===== config.mk =====
export PLATFORM = sky130hd
export DESIGN_NAME = tscp_host
export DESIGN_NICKNAME = d
export VERILOG_FILES = /design/src/tscp_pkg.sv /design/src/tscp_tick.sv /design/src/tscp_host.sv
export SDC_FILE = /design/constraint.sdc
export NUM_CORES = 1
export LEC_CHECK = 0
export BUFFER_PORTS_ARGS = -buffer_cell sky130_fd_sc_hd__clkbuf_2
export CAP_MARGIN = 0
export CORE_ASPECT_RATIO = 1.4
export CORE_MARGIN = 4
export CORE_UTILIZATION = 30
export CTS_BUF_LIST = sky130_fd_sc_hd__clkbuf_16
export CTS_CLUSTER_SIZE = 8
export DETAILED_ROUTE_END_ITERATION = 8
export SETUP_SLACK_MARGIN = 0.5
export SKIP_LAST_GASP = 1
export SYNTH_ARGS = -nofsm -noshare
export SYNTH_HDL_FRONTEND = slang
export SYNTH_SLANG_ARGS = --single-unit
export TNS_END_PERCENT = 100

===== constraint.sdc =====
create_clock -name clk_i -period 3.3 [get_ports clk_i]
set_input_delay 0.165 -clock clk_i [delete_from_list [all_inputs] [get_ports clk_i]]
set_output_delay 0.165 -clock clk_i [all_outputs]
set_load 0.01 [all_outputs]

===== src/tscp_pkg.sv =====
package tscp_pkg;

    // ==========================================================
    // Timing
    // ==========================================================
    localparam int CLK_HZ = 50_000_000;
    localparam int SCL_MAX_HZ = 400_000;
    // Quarter of an SCL period, rounded up so SCL never runs too fast
    localparam int QTR_CYCLES = (CLK_HZ + 4 * SCL_MAX_HZ - 1) / (4 * SCL_MAX_HZ);

    // ==========================================================
    // Wishbone register offsets (byte addresses)
    // ==========================================================
    localparam logic [7:0] OFS_SLAVE = 8'h00;
    localparam logic [7:0] OFS_REGPTR = 8'h04;
    localparam logic [7:0] OFS_COUNT = 8'h08;
    localparam logic [7:0] OFS_CTRL = 8'h0c;
    localparam logic [7:0] OFS_STATUS = 8'h10;
    localparam logic [2:0] OFS_BUF_HI = 3'h1;
    localparam int BUF_DEPTH = 8;

    // Control and status field positions
    localparam int CTRL_WRITE_BIT = 0;
    localparam int CTRL_READ_BIT = 1;
    localparam int STAT_BUSY_BIT = 0;
    localparam int STAT_DONE_BIT = 1;
    localparam int STAT_NACK_BIT = 2;
    localparam int STAT_REFUSED_BIT = 3;

    // ==========================================================
    // Device side map
    // ==========================================================
    localparam logic [4:0] SLAVE_ADDR_HI = 5'h18;
    localparam logic [3:0] DEV_PCAP = 4'h8;
    localparam logic [3:0] DEV_ROMSEL = 4'h9;
    localparam logic [3:0] DEV_RSVD = 4'ha;
    localparam logic [3:0] DEV_ROMDATA = 4'hb;
    localparam logic [3:0] DEV_STATUS = 4'hc;
    localparam int PCAP_RSVD_BIT = 6;
    localparam int PCAP_LOAD_BIT = 7;
    localparam logic [7:0] ROMSEL_KEEP = 8'h0f;
    localparam int STAT_POR_BIT = 7;
    localparam int STAT_LOCK_LSB = 4;

    // ==========================================================
    // Types
    // ==========================================================
    typedef enum logic [1:0] {ST_IDLE, ST_START, ST_BIT, ST_STOP} tscp_state_t;
    typedef enum logic [2:0] {
        PH_ADDR_W, PH_REG, PH_WDATA, PH_ADDR_R, PH_RDATA
    } tscp_phase_t;

    typedef struct packed {
        logic scl_oe;
        logic sda_oe;
    } tscp_pins_t;

    typedef struct packed {
        logic refused;
        logic nack;
        logic done;
        logic busy;
    } tscp_stat_t;

endpackage


===== src/tscp_tick.sv =====
`timescale 1ns/1ps

// Quarter-period enable for the serial clock; idle while not running
module tscp_tick #(
    parameter int CYCLES = tscp_pkg::QTR_CYCLES
) (
    input wire logic clk_i,   // System clock
    input wire logic rst_i,   // Synchronous reset
    input wire logic run_i,   // Count while high
    output logic tick_o       // One-cycle enable pulse
);
    localparam int W = $clog2(CYCLES);

    logic [W-1:0] cnt;
    wire wrap = (cnt == W'(CYCLES - 1));

    always_ff @(posedge clk_i)
    begin
        if (rst_i || !run_i)
        begin
            cnt <= '0;
            tick_o <= 1'b0;
        end
        else
        begin
            cnt <= wrap ? '0 : cnt + W'(1);
            tick_o <= wrap;
        end
    end
endmodule


===== src/tscp_host.sv =====
`timescale 1ns/1ps

// Functional notes
// RULE_01: Writing load strobe 0 to 1 loads readback with the selected ROM entry.
// RULE_02: Parallel cap code is bits 5-0; bit 6 reserved, host writes zero.
// RULE_03: ROM entry select is bits 3-0; host writes upper four bits zero.
// RULE_04: Host never writes the reserved register at address 1010b.
// RULE_05: Device presents the loaded ROM readback byte for reading.
// RULE_06: Power-up flag, status bit 7, set at power reset, cleared by read.
// RULE_07: Lock field 6-4: 000 go lower, 001-110 locked, 111 go higher.
// RULE_08: Device is slave; master starts transfers, SCL at most 400kHz.
// RULE_09: Each byte takes nine clocks: eight data bits and one ack bit.
// RULE_10: SDA stable while SCL high; changes then are START or STOP.
// RULE_11: START is SDA falling with SCL high; STOP is SDA rising.
// RULE_12: Ack: receiver holds SDA low across the ninth clock high phase.
// RULE_13: Nack: receiver leaves SDA high across the ninth clock high phase.
// RULE_14: Slave address is 11000 plus both straps; eighth bit is read/write.
// RULE_15: Device watches for START plus own address and acknowledges it.
// RULE_16: Write sends register address then data bytes MSB first, each acked.
// RULE_17: Device stores successive bytes in successive registers until STOP.
// RULE_18: Read: write address, register, repeated START, address with read bit.
// RULE_19: Device shifts read data out on rising SCL; tscp_dev_model shifts it out on falling SCL.
// RULE_20: Master acks to read on, or nacks last byte then sends STOP.
// RULE_21: On a failed transfer the master retries later; tscp_host does not retry, it sets the nack flag, sends STOP and then sets done.
// RULE_22: Idle bus: neither party pulls SDA or SCL low.
// RULE_23: Programmed ROM entry select moves that entry into readback.
// RULE_24: Device decodes low address nibble; above status ignored, reads zero.
module tscp_host (
    input wire logic clk_i,          // System clock, 50 MHz
    input wire logic rst_i,          // Synchronous reset, active high
    input wire logic wb_cyc_i,       // Wishbone cycle
    input wire logic wb_stb_i,       // Wishbone strobe
    input wire logic wb_we_i,        // Wishbone write enable
    input wire logic [7:0] wb_adr_i, // Wishbone byte address
    input wire logic [31:0] wb_dat_i, // Wishbone write data
    input wire logic [3:0] wb_sel_i, // Wishbone byte selects
    output logic [31:0] wb_dat_o,    // Wishbone read data
    output logic wb_ack_o,           // Wishbone acknowledge
    input wire logic scl_i,          // Serial clock line level
    output logic scl_o,              // Serial clock drive level, always low
    output logic scl_oe_o,           // High while pulling serial clock low
    input wire logic sda_i,          // Serial data line level
    output logic sda_o,              // Serial data drive level, always low
    output logic sda_oe_o            // High while pulling serial data low
);
    // ==========================================================
    // Helpers
    // ==========================================================
    // Force reserved bits of a data byte to zero for its target
    function automatic logic [7:0] clean_byte(input logic [3:0] a,
                                              input logic [7:0] b);
        logic [7:0] r;
        r = b;
        if (a == tscp_pkg::DEV_PCAP)
            r[tscp_pkg::PCAP_RSVD_BIT] = 1'b0;            // [RULE_02]
        if (a == tscp_pkg::DEV_ROMSEL)
            r = r & tscp_pkg::ROMSEL_KEEP;                // [RULE_03]
        return r;
    endfunction

    // True when a write burst would touch the reserved register
    function automatic logic hits_rsvd(input logic [3:0] a,
                                       input logic [2:0] n_m1);
        logic hit;
        hit = 1'b0;
        for (int i = 0; i < tscp_pkg::BUF_DEPTH; i++)
            if (i <= int'(n_m1) && (a + 4'(i)) == tscp_pkg::DEV_RSVD)
                hit = 1'b1;
        return hit;
    endfunction

    // ==========================================================
    // Pin synchronisers
    // ==========================================================
    logic [1:0] scl_sync;
    logic [1:0] sda_sync;
    wire scl_s = scl_sync[1];
    wire sda_s = sda_sync[1];

    always_ff @(posedge clk_i)
    begin
        scl_sync <= {scl_sync[0], scl_i};
        sda_sync <= {sda_sync[0], sda_i};
    end

    // ==========================================================
    // State
    // ==========================================================
    tscp_pkg::tscp_state_t state;
    tscp_pkg::tscp_phase_t phase;
    tscp_pkg::tscp_stat_t stat;
    tscp_pkg::tscp_pins_t pins;
    tscp_pkg::tscp_pins_t next_pins;
    logic [1:0] strap;
    logic [7:0] reg_ptr;
    logic [2:0] cnt_m1;
    logic [7:0] buf_mem [tscp_pkg::BUF_DEPTH];
    logic op_read;
    logic in_frame;
    logic [1:0] q;
    logic [3:0] bit_cnt;
    logic [2:0] idx;
    logic [7:0] tx;
    logic [7:0] rx;
    logic ack_in;
    logic tick;

    tscp_tick #(.CYCLES(tscp_pkg::QTR_CYCLES)) u_tick (
        .clk_i(clk_i),
        .rst_i(rst_i),
        .run_i(stat.busy),
        .tick_o(tick)
    );

    // ==========================================================
    // Wishbone decode
    // ==========================================================
    wire wb_req = wb_cyc_i & wb_stb_i & ~wb_ack_o;
    wire wb_wr = wb_req & wb_we_i & wb_sel_i[0];
    wire hit_slave = (wb_adr_i == tscp_pkg::OFS_SLAVE);
    wire hit_ptr = (wb_adr_i == tscp_pkg::OFS_REGPTR);
    wire hit_cnt = (wb_adr_i == tscp_pkg::OFS_COUNT);
    wire hit_ctrl = (wb_adr_i == tscp_pkg::OFS_CTRL);
    wire hit_stat = (wb_adr_i == tscp_pkg::OFS_STATUS);
    wire hit_buf = (wb_adr_i[7:5] == tscp_pkg::OFS_BUF_HI)
                   && (wb_adr_i[1:0] == 2'h0);
    wire [2:0] buf_idx = wb_adr_i[4:2];
    wire cfg_wr = wb_wr & ~stat.busy;
    wire go_write = cfg_wr & hit_ctrl & wb_dat_i[tscp_pkg::CTRL_WRITE_BIT];
    wire go_read = cfg_wr & hit_ctrl & wb_dat_i[tscp_pkg::CTRL_READ_BIT]
                   & ~wb_dat_i[tscp_pkg::CTRL_WRITE_BIT];
    wire rsvd_hit = hits_rsvd(reg_ptr[3:0], cnt_m1);
    wire refuse_set = go_write & rsvd_hit;                // [RULE_04]
    wire start_ok = (go_write & ~rsvd_hit) | go_read;
    wire stat_clr = wb_wr & hit_stat;

    wire [31:0] rd_val =
        hit_slave ? {30'h0, strap} :
        hit_ptr ? {24'h0, reg_ptr} :
        hit_cnt ? {29'h0, cnt_m1} :
        hit_stat ? {28'h0, stat} :
        hit_buf ? {24'h0, buf_mem[buf_idx]} : 32'h0;

    // ==========================================================
    // Bit engine decode
    // ==========================================================
    // Hold the high quarter until SCL is really high
    wire adv = tick & ~(q == 2'd1 && !scl_s);
    wire q_end = adv & (q == 2'd3);
    wire is_ack = (bit_cnt == 4'd8);
    wire rx_phase = (phase == tscp_pkg::PH_RDATA);
    wire last_rd = (idx == cnt_m1);
    wire byte_end = (state == tscp_pkg::ST_BIT) & q_end & is_ack;
    wire nack_set = byte_end & ack_in & ~rx_phase;        // [RULE_21]
    wire done_set = (state == tscp_pkg::ST_STOP) & q_end;
    wire rd_store = byte_end & rx_phase;
    wire [2:0] idx_nx = idx + 3'd1;
    wire [3:0] nx_reg = reg_ptr[3:0] + {1'b0, idx_nx};
    wire [7:0] addr_w = {tscp_pkg::SLAVE_ADDR_HI, strap, 1'b0}; // [RULE_14]
    wire [7:0] addr_r = {tscp_pkg::SLAVE_ADDR_HI, strap, 1'b1}; // [RULE_18]

    always_comb
    begin
        next_pins = '0;
        case (state)
            tscp_pkg::ST_START:
            begin
                // Release SDA under low SCL, then fall SDA with SCL high
                next_pins.scl_oe = (q == 2'd0) ? in_frame : (q == 2'd3);
                next_pins.sda_oe = (q >= 2'd2);           // [RULE_11]
            end
            tscp_pkg::ST_BIT:
            begin
                next_pins.scl_oe = (q == 2'd0) || (q == 2'd3);
                if (!is_ack)
                    next_pins.sda_oe = ~rx_phase & ~tx[7]; // [RULE_16]
                else
                    next_pins.sda_oe = rx_phase & ~last_rd; // [RULE_12] [RULE_13] [RULE_20]
            end
            tscp_pkg::ST_STOP:
            begin
                next_pins.scl_oe = (q == 2'd0);
                next_pins.sda_oe = (q <= 2'd1);           // [RULE_11]
            end
            default:
                next_pins = '0;                           // [RULE_22]
        endcase
    end

    // ==========================================================
    // Register file and pins
    // ==========================================================
    always_ff @(posedge clk_i)
    begin
        if (rst_i)
        begin
            wb_ack_o <= 1'b0;
            wb_dat_o <= 32'h0;
            pins <= '0;
            scl_o <= 1'b0;
            sda_o <= 1'b0;
        end
        else
        begin
            wb_ack_o <= wb_req;
            wb_dat_o <= (wb_req & ~wb_we_i) ? rd_val : 32'h0;
            pins <= next_pins;
        end
    end

    assign scl_oe_o = pins.scl_oe;
    assign sda_oe_o = pins.sda_oe;

    always_ff @(posedge clk_i)
    begin
        if (rst_i)
        begin
            strap <= 2'h0;
            reg_ptr <= 8'h0;
            cnt_m1 <= 3'h0;
        end
        else if (cfg_wr)
        begin
            if (hit_slave)
                strap <= wb_dat_i[1:0];
            if (hit_ptr)
                reg_ptr <= wb_dat_i[7:0];
            if (hit_cnt)
                cnt_m1 <= wb_dat_i[2:0];
        end
    end

    always_ff @(posedge clk_i)
    begin
        if (rd_store)
            buf_mem[idx] <= rx;
        else if (cfg_wr && hit_buf)
            buf_mem[buf_idx] <= wb_dat_i[7:0];
    end

    // Sticky flags: an event in the clearing cycle wins
    always_ff @(posedge clk_i)
    begin
        if (rst_i)
        begin
            stat.done <= 1'b0;
            stat.nack <= 1'b0;
            stat.refused <= 1'b0;
        end
        else
        begin
            stat.done <= done_set
                | (stat.done & ~(stat_clr & wb_dat_i[tscp_pkg::STAT_DONE_BIT]));
            stat.nack <= nack_set
                | (stat.nack & ~(stat_clr & wb_dat_i[tscp_pkg::STAT_NACK_BIT]));
            stat.refused <= refuse_set
                | (stat.refused
                   & ~(stat_clr & wb_dat_i[tscp_pkg::STAT_REFUSED_BIT]));
        end
    end

    // ==========================================================
    // Transfer sequencer
    // ==========================================================
    always_ff @(posedge clk_i)
    begin
        if (rst_i)
        begin
            state <= tscp_pkg::ST_IDLE;
            phase <= tscp_pkg::PH_ADDR_W;
            stat.busy <= 1'b0;
            op_read <= 1'b0;
            in_frame <= 1'b0;
            q <= 2'd0;
            bit_cnt <= 4'd0;
            idx <= 3'd0;
            tx <= 8'h0;
            rx <= 8'h0;
            ack_in <= 1'b1;
        end
        else
        begin
            case (state)
                tscp_pkg::ST_IDLE:
                    if (start_ok)
                    begin
                        state <= tscp_pkg::ST_START;      // [RULE_08]
                        phase <= tscp_pkg::PH_ADDR_W;
                        stat.busy <= 1'b1;
                        op_read <= go_read;
                        tx <= addr_w;
                        idx <= 3'd0;
                        q <= 2'd0;
                    end
                tscp_pkg::ST_START:
                    if (adv)
                    begin
                        q <= q + 2'd1;
                        if (q == 2'd3)
                        begin
                            state <= tscp_pkg::ST_BIT;
                            bit_cnt <= 4'd0;
                            in_frame <= 1'b1;
                        end
                    end
                tscp_pkg::ST_BIT:
                    if (adv)
                    begin
                        q <= q + 2'd1;
                        if (q == 2'd2 && is_ack)
                            ack_in <= sda_s;
                        else if (q == 2'd2)
                            rx <= {rx[6:0], sda_s};       // [RULE_10]
                        if (q == 2'd3 && !is_ack)
                        begin
                            bit_cnt <= bit_cnt + 4'd1;    // [RULE_09]
                            tx <= {tx[6:0], 1'b0};
                        end
                        else if (q == 2'd3)
                        begin
                            bit_cnt <= 4'd0;
                            if (ack_in && !rx_phase)
                                state <= tscp_pkg::ST_STOP;
                            else
                                case (phase)
                                    tscp_pkg::PH_ADDR_W:
                                    begin
                                        phase <= tscp_pkg::PH_REG;
                                        tx <= reg_ptr;
                                    end
                                    tscp_pkg::PH_REG:
                                        if (op_read)
                                        begin
                                            state <= tscp_pkg::ST_START;
                                            phase <= tscp_pkg::PH_ADDR_R;
                                            tx <= addr_r; // [RULE_18]
                                        end
                                        else
                                        begin
                                            phase <= tscp_pkg::PH_WDATA;
                                            tx <= clean_byte(reg_ptr[3:0],
                                                             buf_mem[0]);
                                        end
                                    tscp_pkg::PH_WDATA:
                                        if (last_rd)
                                            state <= tscp_pkg::ST_STOP;
                                        else
                                        begin
                                            idx <= idx_nx;
                                            tx <= clean_byte(nx_reg,
                                                             buf_mem[idx_nx]);
                                        end
                                    tscp_pkg::PH_ADDR_R:
                                        phase <= tscp_pkg::PH_RDATA;
                                    tscp_pkg::PH_RDATA:
                                        if (last_rd)
                                            state <= tscp_pkg::ST_STOP; // [RULE_20]
                                        else
                                            idx <= idx_nx;
                                    default:
                                        state <= tscp_pkg::ST_STOP;
                                endcase
                        end
                    end
                tscp_pkg::ST_STOP:
                    if (adv)
                    begin
                        q <= q + 2'd1;
                        if (q == 2'd3)
                        begin
                            state <= tscp_pkg::ST_IDLE;
                            stat.busy <= 1'b0;
                            in_frame <= 1'b0;
                        end
                    end
                default:
                    state <= tscp_pkg::ST_IDLE;
            endcase
        end
    end
endmodule


Word-level counts from Yosys, hierarchy flattened. Memories as Yosys holds them, arrays and structs flattened. Index checks and enable logic that the tools add are counted.

Add/subtract/negate cells: 12. Eq/ne operators: 50. Mux-type cells: 80. Order comparisons: 9. Reductions and logical operators: 50. Bitwise gates (word level): 47.

Operators by type and width (number): two-way mux 8 bit (14); equality test 4 bit (second input constant) (13); two-way mux 3 bit (12); bitwise AND 1 bit (29); two-way mux 2 bit (14); two-way mux 1 bit (24); one-hot mux 8 bit (3 select lines) (1); != test 2 bit (second input constant) (9); adder 4 x 3 -> 4 bit (second input constant) (4); equality test 8 x 4 -> 1 bit (second input constant) (2); two-way mux 4 bit (4); one-hot mux 8 bit (2 select lines) (1); NOT 1 bit (14); AND reduction 7 bit (2); logical AND 1 bit (13); less-or-equal comparator 3 bit (first input constant) (4); one-hot mux 2 bit (3 select lines) (2); one-hot mux 3 bit (2 select lines) (2); AND reduction 11 bit (1); AND reduction 2 bit (5); one-hot mux 3 bit (3 select lines) (1); adder 4 x 1 -> 4 bit (second input constant) (2); adder 4 x 2 -> 4 bit (second input constant) (2); equality test 2 bit (second input constant) (4); other kinds (43) (69).

Logic and storage cells: 276. Bits of input ports: 51. Output and inout bits: 37. Memories kept: 1. Flip-flop bits (word level): 95. Memory bits (writable): 64.

Memories: buf_mem (depth 8, bits a word 8, read ports 3, clocked after memory_dff 0, wr ports 1, RTL line tscp_host.sv:97) `logic [7:0] buf_mem [tscp_pkg::BUF_DEPTH];`.

Depth between registers and ports, before layout.
Word-level depth: 15. Mapped depth: 10. Gate-level depth less buffers: 8.

Modules after synthesis. Synthesis repeated with hierarchy kept, for this count alone.

Cell total of the unflattened synthesis: 709. Area total of the unflattened synthesis: 7438.4 um^2.

Modules (own cells, without submodules): tscp_host (seq. area each 3223.1 um^2, times used 1, area an instance 7196.9 um^2, cells an instance 688); tscp_tick (seq. area each 120.1 um^2, times used 1, area an instance 241.5 um^2, cells an instance 21).

Worst setup path after synthesis. Ideal clock, no wire load.

Kind: reg-to-reg. Start point: reg bit_cnt[0]. End point: mem buf_mem[0][0], enable pin. Data required time: 2930 ps. Library setup time: 370 ps. Arrival: 2433 ps. Buffers on the path: 2. Cell stages (with the launch flop): 11. Slack: 497 ps. Clock period less this slack: 2803 ps. Path through: dfxtp_1 -> inv_1 -> ha_1 -> and3b_1 -> clkbuf_1 -> nand2_1 -> nor3_1 -> nor3_1 -> clkbuf_1 -> a21oi_1 -> nor2_1.

Word-level cells in the longest chain between the ends: 7. Elaborated cells between the ends (all ways): 10. Those cells by class: 1 x eq/ne; 6 x mux; 2 x bitwise; 1 x reduce/logical.

RTL lines: start, declared (RTL line tscp_host.sv:101) `logic [3:0] bit_cnt;`; start signal, assigned (RTL line tscp_host.sv:316) `bit_cnt <= bit_cnt + 4'd1;`; equality test 4 bit (*) (RTL line tscp_host.sv:150) `wire is_ack = (bit_cnt == 4'd8);`; bitwise AND 1 bit (*) (RTL line tscp_host.sv:153) `wire byte_end = (state == tscp_pkg::ST_BIT) & q_end & is_ack;`; bitwise AND 1 bit (*) (RTL line tscp_host.sv:156) `wire rd_store = byte_end & rx_phase;`; two-way mux 1 bit (RTL line tscp_host.sv:235) `if (rd_store)`; two-way mux 1 bit (implied by the code) (RTL line tscp_host.sv:238) `buf_mem[buf_idx] <= wb_dat_i[7:0];`; OR reduction 8 bit (no source line); two-way mux 3 bit (no source line) or two-way mux 1 bit (tied branches); end, declared (RTL line tscp_host.sv:97).

Every way passes the cells marked *; elsewhere a longest branch is shown, timed or not.

Worst setup path in the final report.
Start point: reg reg_ptr[1]. End point: reg idx[0].

Word-level cells in the longest chain between the ends: 15. Elaborated cells between the ends (all ways): 35. Those cells by class: 7 x add/sub; 9 x eq/ne; 8 x mux; 3 x bitwise; 8 x reduce/logical.

RTL lines: start, declared (RTL line tscp_host.sv:95) `logic [7:0] reg_ptr;`; start signal, assigned (RTL line tscp_host.sv:227) `reg_ptr <= wb_dat_i[7:0];`; adder 4 x 1 -> 4 bit (RTL line tscp_host.sv:67) `if (i <= int'(n_m1) && (a + 4'(i)) == tscp_pkg::DEV_RSVD)`; equality test 4 bit (RTL line tscp_host.sv:67); logical AND 1 bit (RTL line tscp_host.sv:67); two-way mux 1 bit (6 in series) (RTL line tscp_host.sv:67); two-way mux 1 bit (*) (RTL line tscp_host.sv:67); NOT 1 bit (*) (RTL line tscp_host.sv:134) `wire start_ok = (go_write & ~rsvd_hit) | go_read;`; bitwise AND 1 bit (*) (RTL line tscp_host.sv:134); OR 1 bit (*) (RTL line tscp_host.sv:134); != test 2 bit (no source line) (*); AND reduction 8 bit (no source line) (*); end signal, assigned (RTL line tscp_host.sv:349) `idx <= idx_nx;`; end signal, assigned (RTL line tscp_host.sv:359) `idx <= idx_nx;`; end, declared (RTL line tscp_host.sv:102) `logic [2:0] idx;`.

Marked as above. A chain may end at the register's enable or synchronous reset.

==> flow_summary.toml <==
[yosys]
async_flop_share_pct = 0
synth.ff_latch_count = 135
ys_seq_area_share_pct = 45.36
synth-main-ff-cell = "dfxtp_1"
yosysUniqueCellTypes = 77
synth_warnings = 0
syn_area_um2 = 7371
synth-edff-count = 64
synthCells = 674
postSynthAreaPerCell_um2 = 10.94

[drt]
viasPerCell = 5.219
drt_iter0_drc = 284
drtPass1Iterations = 7
routedWlPerCell_um = 19.14
route.detailed.drc = 0
antenna_left = 0
wirelength_mm = 20.02
vias = 5459

[timing]
slew-limit-headroom_pct = 57.05
finalHoldViolations = 0
tightest_slew_ps = 638.8
fin_crit_sh_pct = 80.20
finalSetupViolations = 0
rsz0062_at_grt = "no"
setup_tns_ps = 0
fmax_ghz = 0.3778
fin_skew_ps = 7.333
period_minus_slack_ps = 2647
whs_ps = 6.467
drv_slew = 0

[power_and_ir_drop]
power_density_nw_per_um2 = 454.0
p_leak_nw = 3.100
finalPower_mw = 3.894
vdd_ir_drop_max_mv = 0.4515

[die]
die_x_um = 140.5
fp.dieH_um = 193.5
io_pins = 88
core_area_um2 = 24060
initial_core_util_pct = 30.64
dieArea_um2 = 27180
rows = 67

[clock_tree]
cts_buffers = 17
clock_latency_ps = 430
cts_tree = "yes"
root_buffer = "clkbuf_16"
path_clk_slew_ps = 60
h-tree-depth = 4
clock-sinks = 135
clockBufferDepth = 2

[setup_path]
crit_family = "compound AO/OA/AOI/OAI gates"
r2r_setup_slack_ps = 650
r2r-end = "idx[0]"
cp.required_ps = 3610
start_kind = "flip-flop"
path_max_fanout = 5
cp-end-kind = "flip-flop"
cp.arrival_ps = 2960
criticalPathCategory = "reg2reg"
path_buf_inv = 1
max_stage_delay_ps = 450
slowest_stage = "o41a_1"
reg2reg_depth = 8
r2r_start = "reg_ptr[1]"
path_cells = "inv_1, ha_1, nand2_1, o221ai_1, a32o_1, o41a_1, a211o_2, mux2_4"

[global_routing]
grt_pass1_wl_mm = 31.60
first_global_vias = 5514
top_usage_layer = "met2"
antenna_found_initial = 0
grtUsageMet2_pct = 26.94
use_met1_pct = 17.61
track_usage_pct = 14.88
met3_usage_pct = 2.149
grt_max_degree = 31
gr-total-overflow = 0

[job]
drv_cap = 0

[placed_design]
dpl.hpwl_mm = 14.77
gp_congestion = 0.8249
port-buffer-count = 34
postPlaceCellArea_um2 = 7905

[worst_hold_path]
whs_endpoint = "reg_ptr[5]"
min-delay-path-class = "in2reg"
min_path_cells = 3
worstHoldStart = "wb_dat_i[5]"

[cells_and_area]
areaGrowthSynthToFinish_pct = 16.38
nNetsFinal = 791
fin_area_um2 = 8578
drive_gt1_share_pct = 22.96
final_core_util_pct = 35.65
antenna_cells = 0

[run_status]
status = "finished clean"
-- repair_timing --
action / CTS / global route
setup endpoints to repair: 0 / 44
endpoints found under the hold margin: 3 / 0
buffers inserted: 0 / 1
hold buffers: 3 / 0
resized for setup: 0 / 2
-- synth_stat cells (3+ instances only) --
cell type  number  area share, %
o21a_1          4           0.41
ha_1           16            2.7
nand3_1        13           0.88
mux4_2         32            9.8
nor4_1          4           0.34
and2_1          7           0.59
a221o_1         3           0.41
xor2_1          4           0.48
nor3_1         18            1.2
a21oi_1        30            2.0
a31oi_1         9           0.76
a21o_1          3           0.31
o21ai_0        20            1.4
buf_1           5           0.25
or2_2           5           0.42
a22oi_1         3           0.31
a311oi_1        3           0.36
buf_2          11           0.75
nand3b_1        8           0.81
o211ai_1        4           0.41
edfxtp_1       64             26
nor2b_1        13            1.1
nand2b_1       10           0.85
mux2i_1        41            5.6
mux2_2         16            2.4
nor2_1         73            3.7
and3_1          4           0.34
or3_1           3           0.25
dfxtp_1        71             19
nand2_1        42            2.1
xnor2_1         6           0.71
a32oi_1         3           0.36
buf_4          27            2.7
inv_1          16           0.81
a222oi_1        4           0.54
clkbuf_1       22            1.1
o31ai_1         3           0.31
-- area by class of cell --
class                   instances  area, um2
fillers                      2390      15480
multi-input cells             482       3705
flip-flops and latches        135       3343
repair buffers                 71      455.4
clock buffers                  17      425.4
well taps                     310      387.9
clock inverters                15      201.4
inverters                      16      60.06
-- cells by family (layout without fill, tap and decap cells) --
kind of cell / count (synthesis) / in the layout / share of synthesized area (%)
xor+xnor: 10 / 10 / 1.188
compound gates: 120 / 120 / 11.46
other cells: 1 / 26 / 0.05088
fa+ha+maj: 17 / 17 / 2.988
buf+inv: 82 / 119 / 5.839
mux: 90 / 90 / 17.99
simple gates: 219 / 219 / 15.12
flops: 135 / 135 / 45.36
-- routing by layer --
layer  part of all wire [%]  routed length, um  up-vias
met5                      0                  0        -
met4                    3.0                595        0
met3                    4.3                871       43
met2                     52              10510      157
met1                     40               8051     2679
li1                       -                  -     2580
-- how the worst max path moves through the flow --
stage / start / to / slack, ps / depth (start not counted)
4_1_cts: idx[1] / tx[7] / 580 / 8
3_5_place_dp: idx[1] / tx[7] / 600 / 8
3_3_place_gp: idx[1] / tx[7] / 630 / 8
2_1_floorplan: bit_cnt[0] / buf_mem[0][0] / 500 / 10
5_1_grt: reg_ptr[1] / idx[0] / 520 / 8
6_report: reg_ptr[1] / idx[0] / 650 / 8
-- cells in the final DEF, fill, tap and decap left out, types with 9 or more instances in the layout --
| cell | instances |
|---|---|
| nor3_1 | 17 |
| buf_4 | 34 |
| nand2_1 | 42 |
| dfxtp_1 | 71 |
| a21oi_1 | 30 |
| a31oi_1 | 9 |
| edfxtp_1 | 64 |
| nand3_1 | 13 |
| mux2i_1 | 41 |
| mux4_2 | 32 |
| ha_1 | 15 |
| mux2_2 | 16 |
| o21ai_0 | 20 |
| clkbuf_16 | 17 |
| nor2b_1 | 13 |
| clkbuf_2 | 34 |
| inv_1 | 17 |
| conb_1 | 26 |
| nand2b_1 | 10 |
| nor2_1 | 73 |
-- worst reg2reg max path, stage by stage (launching register included) --
cell and delay (ps):
dfxtp_1 350, inv_1 120, ha_1 390, nand2_1 90, o221ai_1 140, a32o_1 310, o41a_1 450, a211o_2 370
mux2_4 310
-- sequential cells by signal, indices dropped and copies added (netlist names), 2 cells and up --
register and cells:
buf_mem 64, scl_sync 2, bit_cnt 4, idx 3, sda_sync 2, stat 4
q 2, state 2, rx 8, u_tick.cnt 5, phase 3, cnt_m1 3
reg_ptr 8, wb_dat_o 8, tx 8, strap 2
-- where the power goes --
group          total [mW]  switching, mW  internal, mW  leakage (nW)
combinational       0.127         0.0809        0.0462          1.63
sequential           1.74        0.00180          1.74          1.17
clock                2.02          0.755          1.27         0.306
total                3.89          0.838          3.06          3.10
-- metrics by stage --
| stage | setup slack (ps) | cells |
|---|---|---|
| 6_report | 653.4 | 1046 |
| 5_1_grt | 523.8 | 1046 |
| 4_1_cts | 580.4 | 1045 |
| 3_5_place_dp | 597.2 | 1010 |
| 3_3_place_gp | 634.9 | 1010 |
| 2_1_floorplan | 497.2 | 699 |
(Power assumes the default switching activity.)
